**config.mk**
```make
export PLATFORM = sky130hd
export DESIGN_NAME = apmc_power_mode_control
export DESIGN_NICKNAME = d
export VERILOG_FILES = /design/src/apmc_pkg.sv /design/src/apmc_pin_if.sv /design/src/apmc_power_mode_control.sv /design/src/apmc_pin_sync.sv
export SDC_FILE = /design/constraint.sdc
export NUM_CORES = 1
export LEC_CHECK = 0
export ABC_AREA = 1
export BUFFER_PORTS_ARGS = -buffer_cell sky130_fd_sc_hd__buf_4
export CAP_MARGIN = 0
export CELL_PAD_IN_SITES_DETAIL_PLACEMENT = 1
export CELL_PAD_IN_SITES_GLOBAL_PLACEMENT = 1
export CORE_MARGIN = 2
export CORE_UTILIZATION = 41
export CTS_CLUSTER_DIAMETER = 150
export DETAILED_ROUTE_END_ITERATION = 16
export GPL_TIMING_DRIVEN = 0
export PLACE_DENSITY = 0.79
export SLEW_MARGIN = 0
export SYNTH_ARGS = -nofsm -noshare
export SYNTH_HDL_FRONTEND = slang
export SYNTH_SLANG_ARGS = --single-unit
```
**constraint.sdc**
```tcl
create_clock -name i_sys_clk -period 1.75 [get_ports i_sys_clk]
set_clock_uncertainty 0.05 [all_clocks]
set_input_delay 0.2625 -clock i_sys_clk [delete_from_list [all_inputs] [get_ports i_sys_clk]]
set_output_delay 0.2625 -clock i_sys_clk [all_outputs]
set_load 0.02 [all_outputs]
```
**src/apmc_pkg.sv**
```systemverilog
// Package with the constants and types shared by the power-mode control block.
package apmc_pkg;

  // Serial-clock falling-edge counts that mark the mode windows.
  localparam int unsigned APMC_CNT_W       = 5;
  localparam logic [4:0]  APMC_CNT_GLITCH  = 5'h02;
  localparam logic [4:0]  APMC_CNT_KEEP    = 5'h0a;
  localparam logic [4:0]  APMC_CNT_TRACK   = 5'h0d;
  localparam logic [4:0]  APMC_CNT_FRAME   = 5'h10;

  // Output word layout: leading zeros, then the result, then padding.
  localparam int unsigned APMC_WORD_W      = 16;
  localparam int unsigned APMC_LEAD_ZEROS  = 4;
  localparam int unsigned APMC_FIELD_W     = 12;

  // Pin indices inside the synchroniser array and their idle levels after reset.
  localparam int unsigned APMC_PIN_CS      = 0;
  localparam int unsigned APMC_PIN_SCLK    = 1;
  localparam int unsigned APMC_PIN_N       = 2;
  localparam logic [1:0]  APMC_PIN_RST     = 2'h1;

  // Values after reset.
  localparam logic        APMC_RST_TRACK   = 1'b1;
  localparam logic        APMC_RST_OE      = 1'b0;

  typedef enum logic {APMC_MODE_NORMAL, APMC_MODE_DOWN} apmc_mode_type;
  typedef enum logic [1:0] {APMC_IDLE, APMC_ACTIVE, APMC_DONE} apmc_frame_type;

endpackage

```
**src/apmc_pin_if.sv**
```systemverilog
// Interface that carries the synchronised pin levels and edge events to the core.
`timescale 1ns/1ps
interface apmc_pin_if;
  logic cs_low;
  logic cs_fall;
  logic cs_rise;
  logic sclk_fall;
  logic sclk_rise;

  modport sync_side (output cs_low, output cs_fall, output cs_rise, output sclk_fall, output sclk_rise);
  modport core_side (input cs_low, input cs_fall, input cs_rise, input sclk_fall, input sclk_rise);
endinterface

```
**src/apmc_power_mode_control.sv**
```systemverilog
// Power-mode control and serial result output of a sampling converter.
`timescale 1ns/1ps

module apmc_power_mode_control
#(
  parameter int unsigned RES_BITS      = 12,
  parameter bit          RESET_IN_DOWN = 1'b0
)
(
  // Clock, reset and enable.
  input  wire logic                  i_sys_clk,
  input  wire logic                  i_rst_b,
  input  wire logic                  i_clk_en,
  // Serial pins from the host.
  input  wire logic                  i_cs_b,
  input  wire logic                  i_sclk,
  // Result from the converter core.
  input  wire logic [RES_BITS-1:0]   i_sample_data,
  // Serial data pin as output and enable.
  output logic                       o_serial_out_line,
  output logic                       o_serial_out_line_oe,
  // Analog status.
  output logic                       o_analog_on,
  output logic                       o_track,
  output logic                       o_sample_strobe,
  output logic                       o_power_down,
  output logic                       o_dummy_frame
);
  import apmc_pkg::*;

  localparam int unsigned PAD_BITS = APMC_FIELD_W - RES_BITS;

  // The output word only has room for a 12-bit field, and only three resolutions exist.
  if (RES_BITS != 12 && RES_BITS != 10 && RES_BITS != 8)
  begin : g_bad_res
    $error("RES_BITS must be 8, 10 or 12");
  end

  apmc_pin_if pins ();

  apmc_frame_type             frame_reg;
  apmc_mode_type              mode_reg;
  logic [APMC_CNT_W-1:0]      cnt_reg;
  logic [APMC_WORD_W-1:0]     shift_reg;
  logic                       oe_reg;
  logic                       track_reg;
  logic                       analog_reg;
  logic                       wake_reg;
  logic                       wake_edge_seen_reg;
  logic                       strobe_reg;

  ////////////////////////////////////////////////////////////////////////////
  // Pin synchronisers.
  apmc_pin_sync u_pin_sync (
    .i_sys_clk (i_sys_clk),
    .i_rst_b   (i_rst_b),
    .i_clk_en  (i_clk_en),
    .i_pins    ({i_sclk, i_cs_b}),
    .pins      (pins)
  );

  ////////////////////////////////////////////////////////////////////////////
  // Window decode, used by several processes below.
  function automatic logic in_down_window(input logic [APMC_CNT_W-1:0] cnt);
    in_down_window = (cnt >= APMC_CNT_GLITCH) && (cnt < APMC_CNT_KEEP);
  endfunction

  function automatic logic [APMC_WORD_W-1:0] build_word(input logic [RES_BITS-1:0] data);
    logic [APMC_FIELD_W-1:0] field;
    field = APMC_FIELD_W'(data) << PAD_BITS;
    build_word = {{APMC_LEAD_ZEROS{1'b0}}, field};
  endfunction

  ////////////////////////////////////////////////////////////////////////////
  // Frame state: a frame opens on chip-select fall and closes on its rise.
  always_ff @(posedge i_sys_clk or negedge i_rst_b)
  begin
    if (!i_rst_b)
      frame_reg <= APMC_IDLE;
    else if (i_clk_en)
    begin
      case (frame_reg)
        APMC_IDLE:
          if (pins.cs_fall)
            frame_reg <= APMC_ACTIVE;
        APMC_ACTIVE:
          if (pins.cs_rise)
            frame_reg <= APMC_IDLE;
          else if (pins.sclk_fall && cnt_reg == APMC_CNT_FRAME - 5'h01)
            frame_reg <= APMC_DONE;
        APMC_DONE:
          if (pins.cs_rise)
            frame_reg <= APMC_IDLE;
        default:
          frame_reg <= APMC_IDLE;
      endcase
    end
  end

  ////////////////////////////////////////////////////////////////////////////
  // Falling-edge counter; it saturates so a long low period cannot wrap into a window.
  always_ff @(posedge i_sys_clk or negedge i_rst_b)
  begin
    if (!i_rst_b)
      cnt_reg <= '0;
    else if (i_clk_en)
    begin
      if (pins.cs_fall)
        cnt_reg <= '0;
      else if (frame_reg != APMC_IDLE && pins.sclk_fall && cnt_reg < APMC_CNT_FRAME)
        cnt_reg <= cnt_reg + 5'h01;
    end
  end

  ////////////////////////////////////////////////////////////////////////////
  // Mode decision at chip-select rise, from the count seen at that moment.
  always_ff @(posedge i_sys_clk or negedge i_rst_b)
  begin
    if (!i_rst_b)
      mode_reg <= RESET_IN_DOWN ? APMC_MODE_DOWN : APMC_MODE_NORMAL;
    else if (i_clk_en && pins.cs_rise && frame_reg != APMC_IDLE)
    begin
      if (wake_reg)
        mode_reg <= (cnt_reg < APMC_CNT_KEEP) ? APMC_MODE_DOWN : APMC_MODE_NORMAL;
      else if (in_down_window(cnt_reg))
        mode_reg <= APMC_MODE_DOWN;
      else
        mode_reg <= APMC_MODE_NORMAL;
    end
  end

  ////////////////////////////////////////////////////////////////////////////
  // Wake tracking: a frame that starts in power-down is a dummy cycle.
  always_ff @(posedge i_sys_clk or negedge i_rst_b)
  begin
    if (!i_rst_b)
      wake_reg <= 1'b0;
    else if (i_clk_en)
    begin
      if (pins.cs_fall)
        wake_reg <= (mode_reg == APMC_MODE_DOWN);
      else if (pins.cs_rise)
        wake_reg <= 1'b0;
    end
  end

  ////////////////////////////////////////////////////////////////////////////
  // Analog supply: on at a wake fall, off on entry to power-down.
  always_ff @(posedge i_sys_clk or negedge i_rst_b)
  begin
    if (!i_rst_b)
      analog_reg <= !RESET_IN_DOWN;
    else if (i_clk_en)
    begin
      if (pins.cs_fall)
        analog_reg <= 1'b1;
      else if (pins.cs_rise && frame_reg != APMC_IDLE)
      begin
        if (wake_reg ? (cnt_reg < APMC_CNT_KEEP) : in_down_window(cnt_reg))
          analog_reg <= 1'b0;
      end
    end
  end

  ////////////////////////////////////////////////////////////////////////////
  // Track-and-hold. A wake frame waits for the first clock edge of either sense
  // before tracking, because the hold was kept through power-down. The return to
  // track at chip-select rise repeats the power-down decision, because the analog
  // flag still reads on in that very cycle and would otherwise release the hold.
  always_ff @(posedge i_sys_clk or negedge i_rst_b)
  begin
    if (!i_rst_b)
    begin
      track_reg          <= APMC_RST_TRACK;
      wake_edge_seen_reg <= 1'b0;
    end
    else if (i_clk_en)
    begin
      if (pins.cs_fall)
      begin
        track_reg          <= 1'b0;
        wake_edge_seen_reg <= 1'b0;
      end
      else if (wake_reg && !wake_edge_seen_reg && (pins.sclk_fall || pins.sclk_rise))
      begin
        track_reg          <= 1'b1;
        wake_edge_seen_reg <= 1'b1;
      end
      else if (!wake_reg && frame_reg != APMC_IDLE && pins.sclk_rise && cnt_reg >= APMC_CNT_TRACK)
        track_reg <= 1'b1;
      else if (pins.cs_rise && analog_reg && !(wake_reg ? (cnt_reg < APMC_CNT_KEEP) : in_down_window(cnt_reg)))
        track_reg <= 1'b1;
    end
  end

  ////////////////////////////////////////////////////////////////////////////
  // Output shifter and enable; the first bit is presented at the fall itself.
  always_ff @(posedge i_sys_clk or negedge i_rst_b)
  begin
    if (!i_rst_b)
    begin
      shift_reg <= '0;
      oe_reg    <= APMC_RST_OE;
    end
    else if (i_clk_en)
    begin
      if (pins.cs_fall)
      begin
        shift_reg <= build_word(i_sample_data);
        oe_reg    <= 1'b1;
      end
      else if (pins.cs_rise)
        oe_reg <= 1'b0;
      else if (frame_reg == APMC_ACTIVE && pins.sclk_fall)
      begin
        shift_reg <= {shift_reg[APMC_WORD_W-2:0], 1'b0};
        if (cnt_reg == APMC_CNT_FRAME - 5'h01)
          oe_reg <= 1'b0;
      end
    end
  end

  ////////////////////////////////////////////////////////////////////////////
  // Sample strobe to the converter core, one cycle per frame start.
  always_ff @(posedge i_sys_clk or negedge i_rst_b)
  begin
    if (!i_rst_b)
      strobe_reg <= 1'b0;
    else if (i_clk_en)
      strobe_reg <= pins.cs_fall;
  end

  // Outputs.
  assign o_serial_out_line    = shift_reg[APMC_WORD_W-1];
  assign o_serial_out_line_oe = oe_reg;
  assign o_analog_on          = analog_reg;
  assign o_track              = track_reg;
  assign o_sample_strobe      = strobe_reg;
  assign o_power_down         = (mode_reg == APMC_MODE_DOWN);
  assign o_dummy_frame        = wake_reg;

  ////////////////////////////////////////////////////////////////////////////
  // Checks.
  property p_cnt_sat;
    @(posedge i_sys_clk) disable iff (!i_rst_b) cnt_reg <= APMC_CNT_FRAME;
  endproperty
  a_cnt_sat: assert property (p_cnt_sat) else $error("edge count above sixteen");

  property p_glitch;
    @(posedge i_sys_clk) disable iff (!i_rst_b)
      pins.cs_rise && frame_reg != APMC_IDLE && !wake_reg && cnt_reg < APMC_CNT_GLITCH
      |=> mode_reg == APMC_MODE_NORMAL && analog_reg;
  endproperty
  a_glitch: assert property (p_glitch) else $error("short frame changed mode");

  property p_pd_enter;
    @(posedge i_sys_clk) disable iff (!i_rst_b)
      pins.cs_rise && frame_reg != APMC_IDLE && !wake_reg && in_down_window(cnt_reg)
      |=> mode_reg == APMC_MODE_DOWN && !analog_reg && !oe_reg && !track_reg;
  endproperty
  a_pd_enter: assert property (p_pd_enter) else $error("power-down not entered");

  property p_abort;
    @(posedge i_sys_clk) disable iff (!i_rst_b)
      pins.cs_rise && !wake_reg && frame_reg == APMC_ACTIVE && cnt_reg >= APMC_CNT_KEEP
      |=> mode_reg == APMC_MODE_NORMAL && analog_reg && !oe_reg;
  endproperty
  a_abort: assert property (p_abort) else $error("late abort handled wrongly");

  property p_frame_start;
    @(posedge i_sys_clk) disable iff (!i_rst_b)
      pins.cs_fall |=> oe_reg && !track_reg && strobe_reg && analog_reg ##1 !strobe_reg;
  endproperty
  a_frame_start: assert property (p_frame_start) else $error("frame start effects missing");

  property p_oe_end;
    @(posedge i_sys_clk) disable iff (!i_rst_b)
      $rose(cnt_reg == APMC_CNT_FRAME) |-> !oe_reg && frame_reg == APMC_DONE;
  endproperty
  a_oe_end: assert property (p_oe_end) else $error("output driven after sixteen edges");

  property p_wake_fail;
    @(posedge i_sys_clk) disable iff (!i_rst_b)
      pins.cs_rise && wake_reg && cnt_reg < APMC_CNT_KEEP |=> mode_reg == APMC_MODE_DOWN && !analog_reg;
  endproperty
  a_wake_fail: assert property (p_wake_fail) else $error("early rise did not return to power-down");

  property p_shift;
    @(posedge i_sys_clk) disable iff (!i_rst_b)
      frame_reg == APMC_ACTIVE && pins.sclk_fall && !pins.cs_rise
      |=> cnt_reg == $past(cnt_reg) + 5'h01 && shift_reg[APMC_WORD_W-1] == $past(shift_reg[APMC_WORD_W-2]);
  endproperty
  a_shift: assert property (p_shift) else $error("bit not shifted on falling edge");

  property p_wake_track;
    @(posedge i_sys_clk) disable iff (!i_rst_b)
      wake_reg && !wake_edge_seen_reg && !pins.cs_fall && (pins.sclk_fall || pins.sclk_rise) |=> track_reg;
  endproperty
  a_wake_track: assert property (p_wake_track) else $error("no track after first wake edge");

  c_full_frame: cover property (@(posedge i_sys_clk) disable iff (!i_rst_b) frame_reg == APMC_DONE ##1 pins.cs_rise);
  c_enter_down: cover property (@(posedge i_sys_clk) disable iff (!i_rst_b) $rose(mode_reg == APMC_MODE_DOWN));
  c_wake_ok:    cover property (@(posedge i_sys_clk) disable iff (!i_rst_b) $fell(mode_reg == APMC_MODE_DOWN));
  c_wake_fail:  cover property (@(posedge i_sys_clk) disable iff (!i_rst_b)
                                pins.cs_rise && wake_reg && cnt_reg < APMC_CNT_KEEP);

endmodule

```
**src/apmc_pin_sync.sv**
```systemverilog
// Two-stage synchronisers and edge detectors for the chip-select and serial-clock pins.
`timescale 1ns/1ps
module apmc_pin_sync
  import apmc_pkg::*;
(
  // Clock, reset and enable.
  input  wire logic                          i_sys_clk,
  input  wire logic                          i_rst_b,
  input  wire logic                          i_clk_en,
  // Raw pins: bit 0 chip-select (active low), bit 1 serial clock.
  input  wire logic [apmc_pkg::APMC_PIN_N-1:0] i_pins,
  // Events towards the core.
  apmc_pin_if.sync_side                      pins
);

  logic [APMC_PIN_N-1:0] meta_reg;
  logic [APMC_PIN_N-1:0] sync_reg;
  logic [APMC_PIN_N-1:0] prev_reg;

  ////////////////////////////////////////////////////////////////////////////
  // One synchroniser per pin; the first stage feeds only the second stage.
  genvar g;
  generate
    for (g = 0; g < APMC_PIN_N; g++)
    begin : g_pin
      always_ff @(posedge i_sys_clk or negedge i_rst_b)
      begin
        if (!i_rst_b)
        begin
          meta_reg[g] <= APMC_PIN_RST[g];
          sync_reg[g] <= APMC_PIN_RST[g];
          prev_reg[g] <= APMC_PIN_RST[g];
        end
        else if (i_clk_en)
        begin
          meta_reg[g] <= i_pins[g];
          sync_reg[g] <= meta_reg[g];
          prev_reg[g] <= sync_reg[g];
        end
      end
    end
  endgenerate

  ////////////////////////////////////////////////////////////////////////////
  // Edge events are one-cycle pulses, gated by the enable so a frozen block sees none.
  assign pins.cs_low    = ~sync_reg[APMC_PIN_CS];
  assign pins.cs_fall   = i_clk_en & prev_reg[APMC_PIN_CS] & ~sync_reg[APMC_PIN_CS];
  assign pins.cs_rise   = i_clk_en & ~prev_reg[APMC_PIN_CS] & sync_reg[APMC_PIN_CS];
  assign pins.sclk_fall = i_clk_en & prev_reg[APMC_PIN_SCLK] & ~sync_reg[APMC_PIN_SCLK];
  assign pins.sclk_rise = i_clk_en & ~prev_reg[APMC_PIN_SCLK] & sync_reg[APMC_PIN_SCLK];

endmodule

```
==> results.md <==
* Outcome: completed
* P_leak at 1.18 nW
* Peak supply drop at 0.000598 V
* IO Port Bufs at 23
* Yosys top cell by area: dfrtp_1
* Final ANT Viol Nets at 0
* Worst Setup End Kind: flop
* DR vias at 1,575
* Dpl hpwl at between 2000 and 3000 um
* CTS sink cnt at 36
* Clock Tree Buf Depth at 2
* Min cycle time layout at 1.62 ns
* Syn_nets at 260
* Critical-path cell list: inv_2, nor2_4, nand2_4, a21oi_4, inv_2, buf_2, nand2_1, nand2_1
* Slowest-stage cell, CP: dfstp_2
* Clock latency at the later pin of the worst-skew pair at 0.29 ns
* Post-synth ARST share at 100%
* Vias per inst at around 5
* Synth cell count leaders: nand2_1, dfrtp_1, inv_1
* Setup TNS at 0 ns
* Core Box Area at 4260 um^2
* Distinct cell type count after synthesis at 22
* Max FFs per register at 16
* Area Overhead vs Synth at 19.0%
* Vias in the first global route at about 1,600
* Crit path DAT at approximately 1.8 ns
* Number of synthesized flops with an enable pin at 0
* Wire per inst at 13.1 um
* Tightest Hold Check Type: in2reg
* N_diodes at 0
* RSZ-0062 raised after global routing: false
* DR iter-0 viols at just over 60
* Largest net degree at the start of global routing at 37
* Final Hold Viols at 0
* Clock-pin slew on the worst setup and hold paths at 0.07 ns
* Mapped Area at between 1500 and 2000 um^2
* Sequential fraction of the synthesis area at between 50% and 60%
* Critical path class: reg2reg
* # DRC at 0
* Design area at 2130 um^2
* Ports at 24
* Worst path required time at ~1.9 ns
* Core Rows at 24
* First-pass DRT Iterations at 4
* Total chip power at 3.04 mW
* Pins Over Slew Limit at 0
* Flops & latches, synth at 36
* Remaining global-route overflow at 0
* Root Driver: clkbuf_8
* PwrDens at 1430 nW/um^2
* Drt total wl at 4250 um
* Count leader, synth: nand2_1
* Worst Tran Pin Value at 0.510 ns
* First-pass GRT wire length at 7500 um
* CTS tree: built
* RePlAce Congestion at around 0.8
* GRT Resource Usage Total at 19.4%
* Die area at 4900 um^2
* Yosys top cell area share at between 40% and 50%
* Initial antenna violation count at 0
* Min setup slack post-route at 0.126 ns
* Synth area leaders: dfrtp_1, nand2_1, dfstp_2, inv_1, nor2_1
* Die X at 70.0 um
* CTS buffer count at 5
* Period utilization at 92.8%
* Nets at 291
* Htree depth at 2
* Initial Utilization at between 40% and 50%
* DP Area at around 2000 um^2
* Startpoint types: flop
* Max Freq at 616 MHz
* Slowest stage delay, CP at 0.54 ns
* Mean Syn Cell Area at 7.44 um^2
* Worst slack after detailed placement at -0.0328 ns
* Slew headroom at about two thirds
* Synth warnings at 0
* CP Max Fanout at 10
* Mapped Cells at 240
* Max-Cap Viols at 0
* Die height at 70.0 um
* Synth Flop Type: dfrtp_1
* # setup viols final at 0
* Share of cells above drive strength 1 at 18.8%
critical path, delay by kind of cell, from the launching register on:
| kind | cells | cell delay, ns |
|---|---|---|
| buffers and inverters | 3 | 0.34 |
| flip-flops | 1 | 0.54 |
| AND/OR/NAND/NOR | 4 | 0.40 |
| AO/OA/AOI/OAI | 1 | 0.17 |
through the flow:
step | util (%) | instances | hold WS (ns)
3_3_place_gp | 47.5 | 315 | 0.201
6_report | 49.9 | 324 | 0.131
4_1_cts | 49.8 | 325 | 0.121
2_1_floorplan | - | 240 | -0.0831
5_1_grt | 49.9 | 324 | 0.141
3_5_place_dp | 47.5 | 315 | 0.204
cells by family after synthesis:
group | share of synthesized area, %
AOI/OAI and AO/OA | 7.49
xor gates and xnor gates | 0.490
adders and majority gates | 2.10
buffers and inverters | 6.72
DFF | 50.8
and+or+nand+nor | 32.4
cell type report:
| class | instances | area (um^2) |
|---|---|---|
| Clock inverter | 1 | 5.00 |
| Buffer | 5 | 22.5 |
| Inverter | 25 | 93.8 |
| Fill cell | 558 | 2140 |
| Clock buffer | 7 | 76.3 |
| Multi-Input combinational cell | 173 | 764 |
| Tap cell | 52 | 65.1 |
| Timing Repair Buffer | 25 | 190 |
| Sequential cell | 36 | 908 |
worst paths after layout:
check / slack [ns] / startpoint / to / cells past startpoint
min: 0.13 / i_sclk / u_pin_sync.meta_reg[1] / 3
min in group asynchronous: 0.42 / i_rst_b / o_power_down / 2
max: 0.13 / u_pin_sync.prev_reg[0] / shift_reg[9] / 8
max reg2reg: 0.13 / u_pin_sync.prev_reg[0] / shift_reg[9] / 8
max in group asynchronous: 0.88 / i_rst_b / o_analog_on / 2
min reg2reg: 0.43 / shift_reg[10] / shift_reg[10] / 2
where the power goes:
part	switching [mW]	internal (mW)	total (mW)
registers	0.226	1.17	1.40
clock network	0.286	0.279	0.565
logic	0.651	0.426	1.08
what timing repair did:
action	in CTS	in global routing
resized for setup	0	4
endpoints found under the setup margin	10	13
pin swaps	1	0
buffers inserted	1	0
hold buffers	1	0
hold endpoints to repair	31	0
cells in the final DEF, fill, tap and decap left out, drive strengths merged:
cell type      n
o22ai          1
o21a           1
nand2        116
dfstp          5
nor2          17
a21oi          4
clkbuf        10
ha             3
inv           25
nand3         11
dlygate4sd3    1
clkinv         1
xor2           1
o21ai         17
dfrtp         31
buf           26
nand4          2
layer usage:
layer  vias up  wire [um]  global-route usage [%]
li1        801          -                       -
met1       749       1990                    25.9
met2        21       2070                    31.4
met3         4        147                    4.76
met4         0         43                    5.77
met5         -          0                       0
Note: power is estimated with default switching activity, not from simulation.
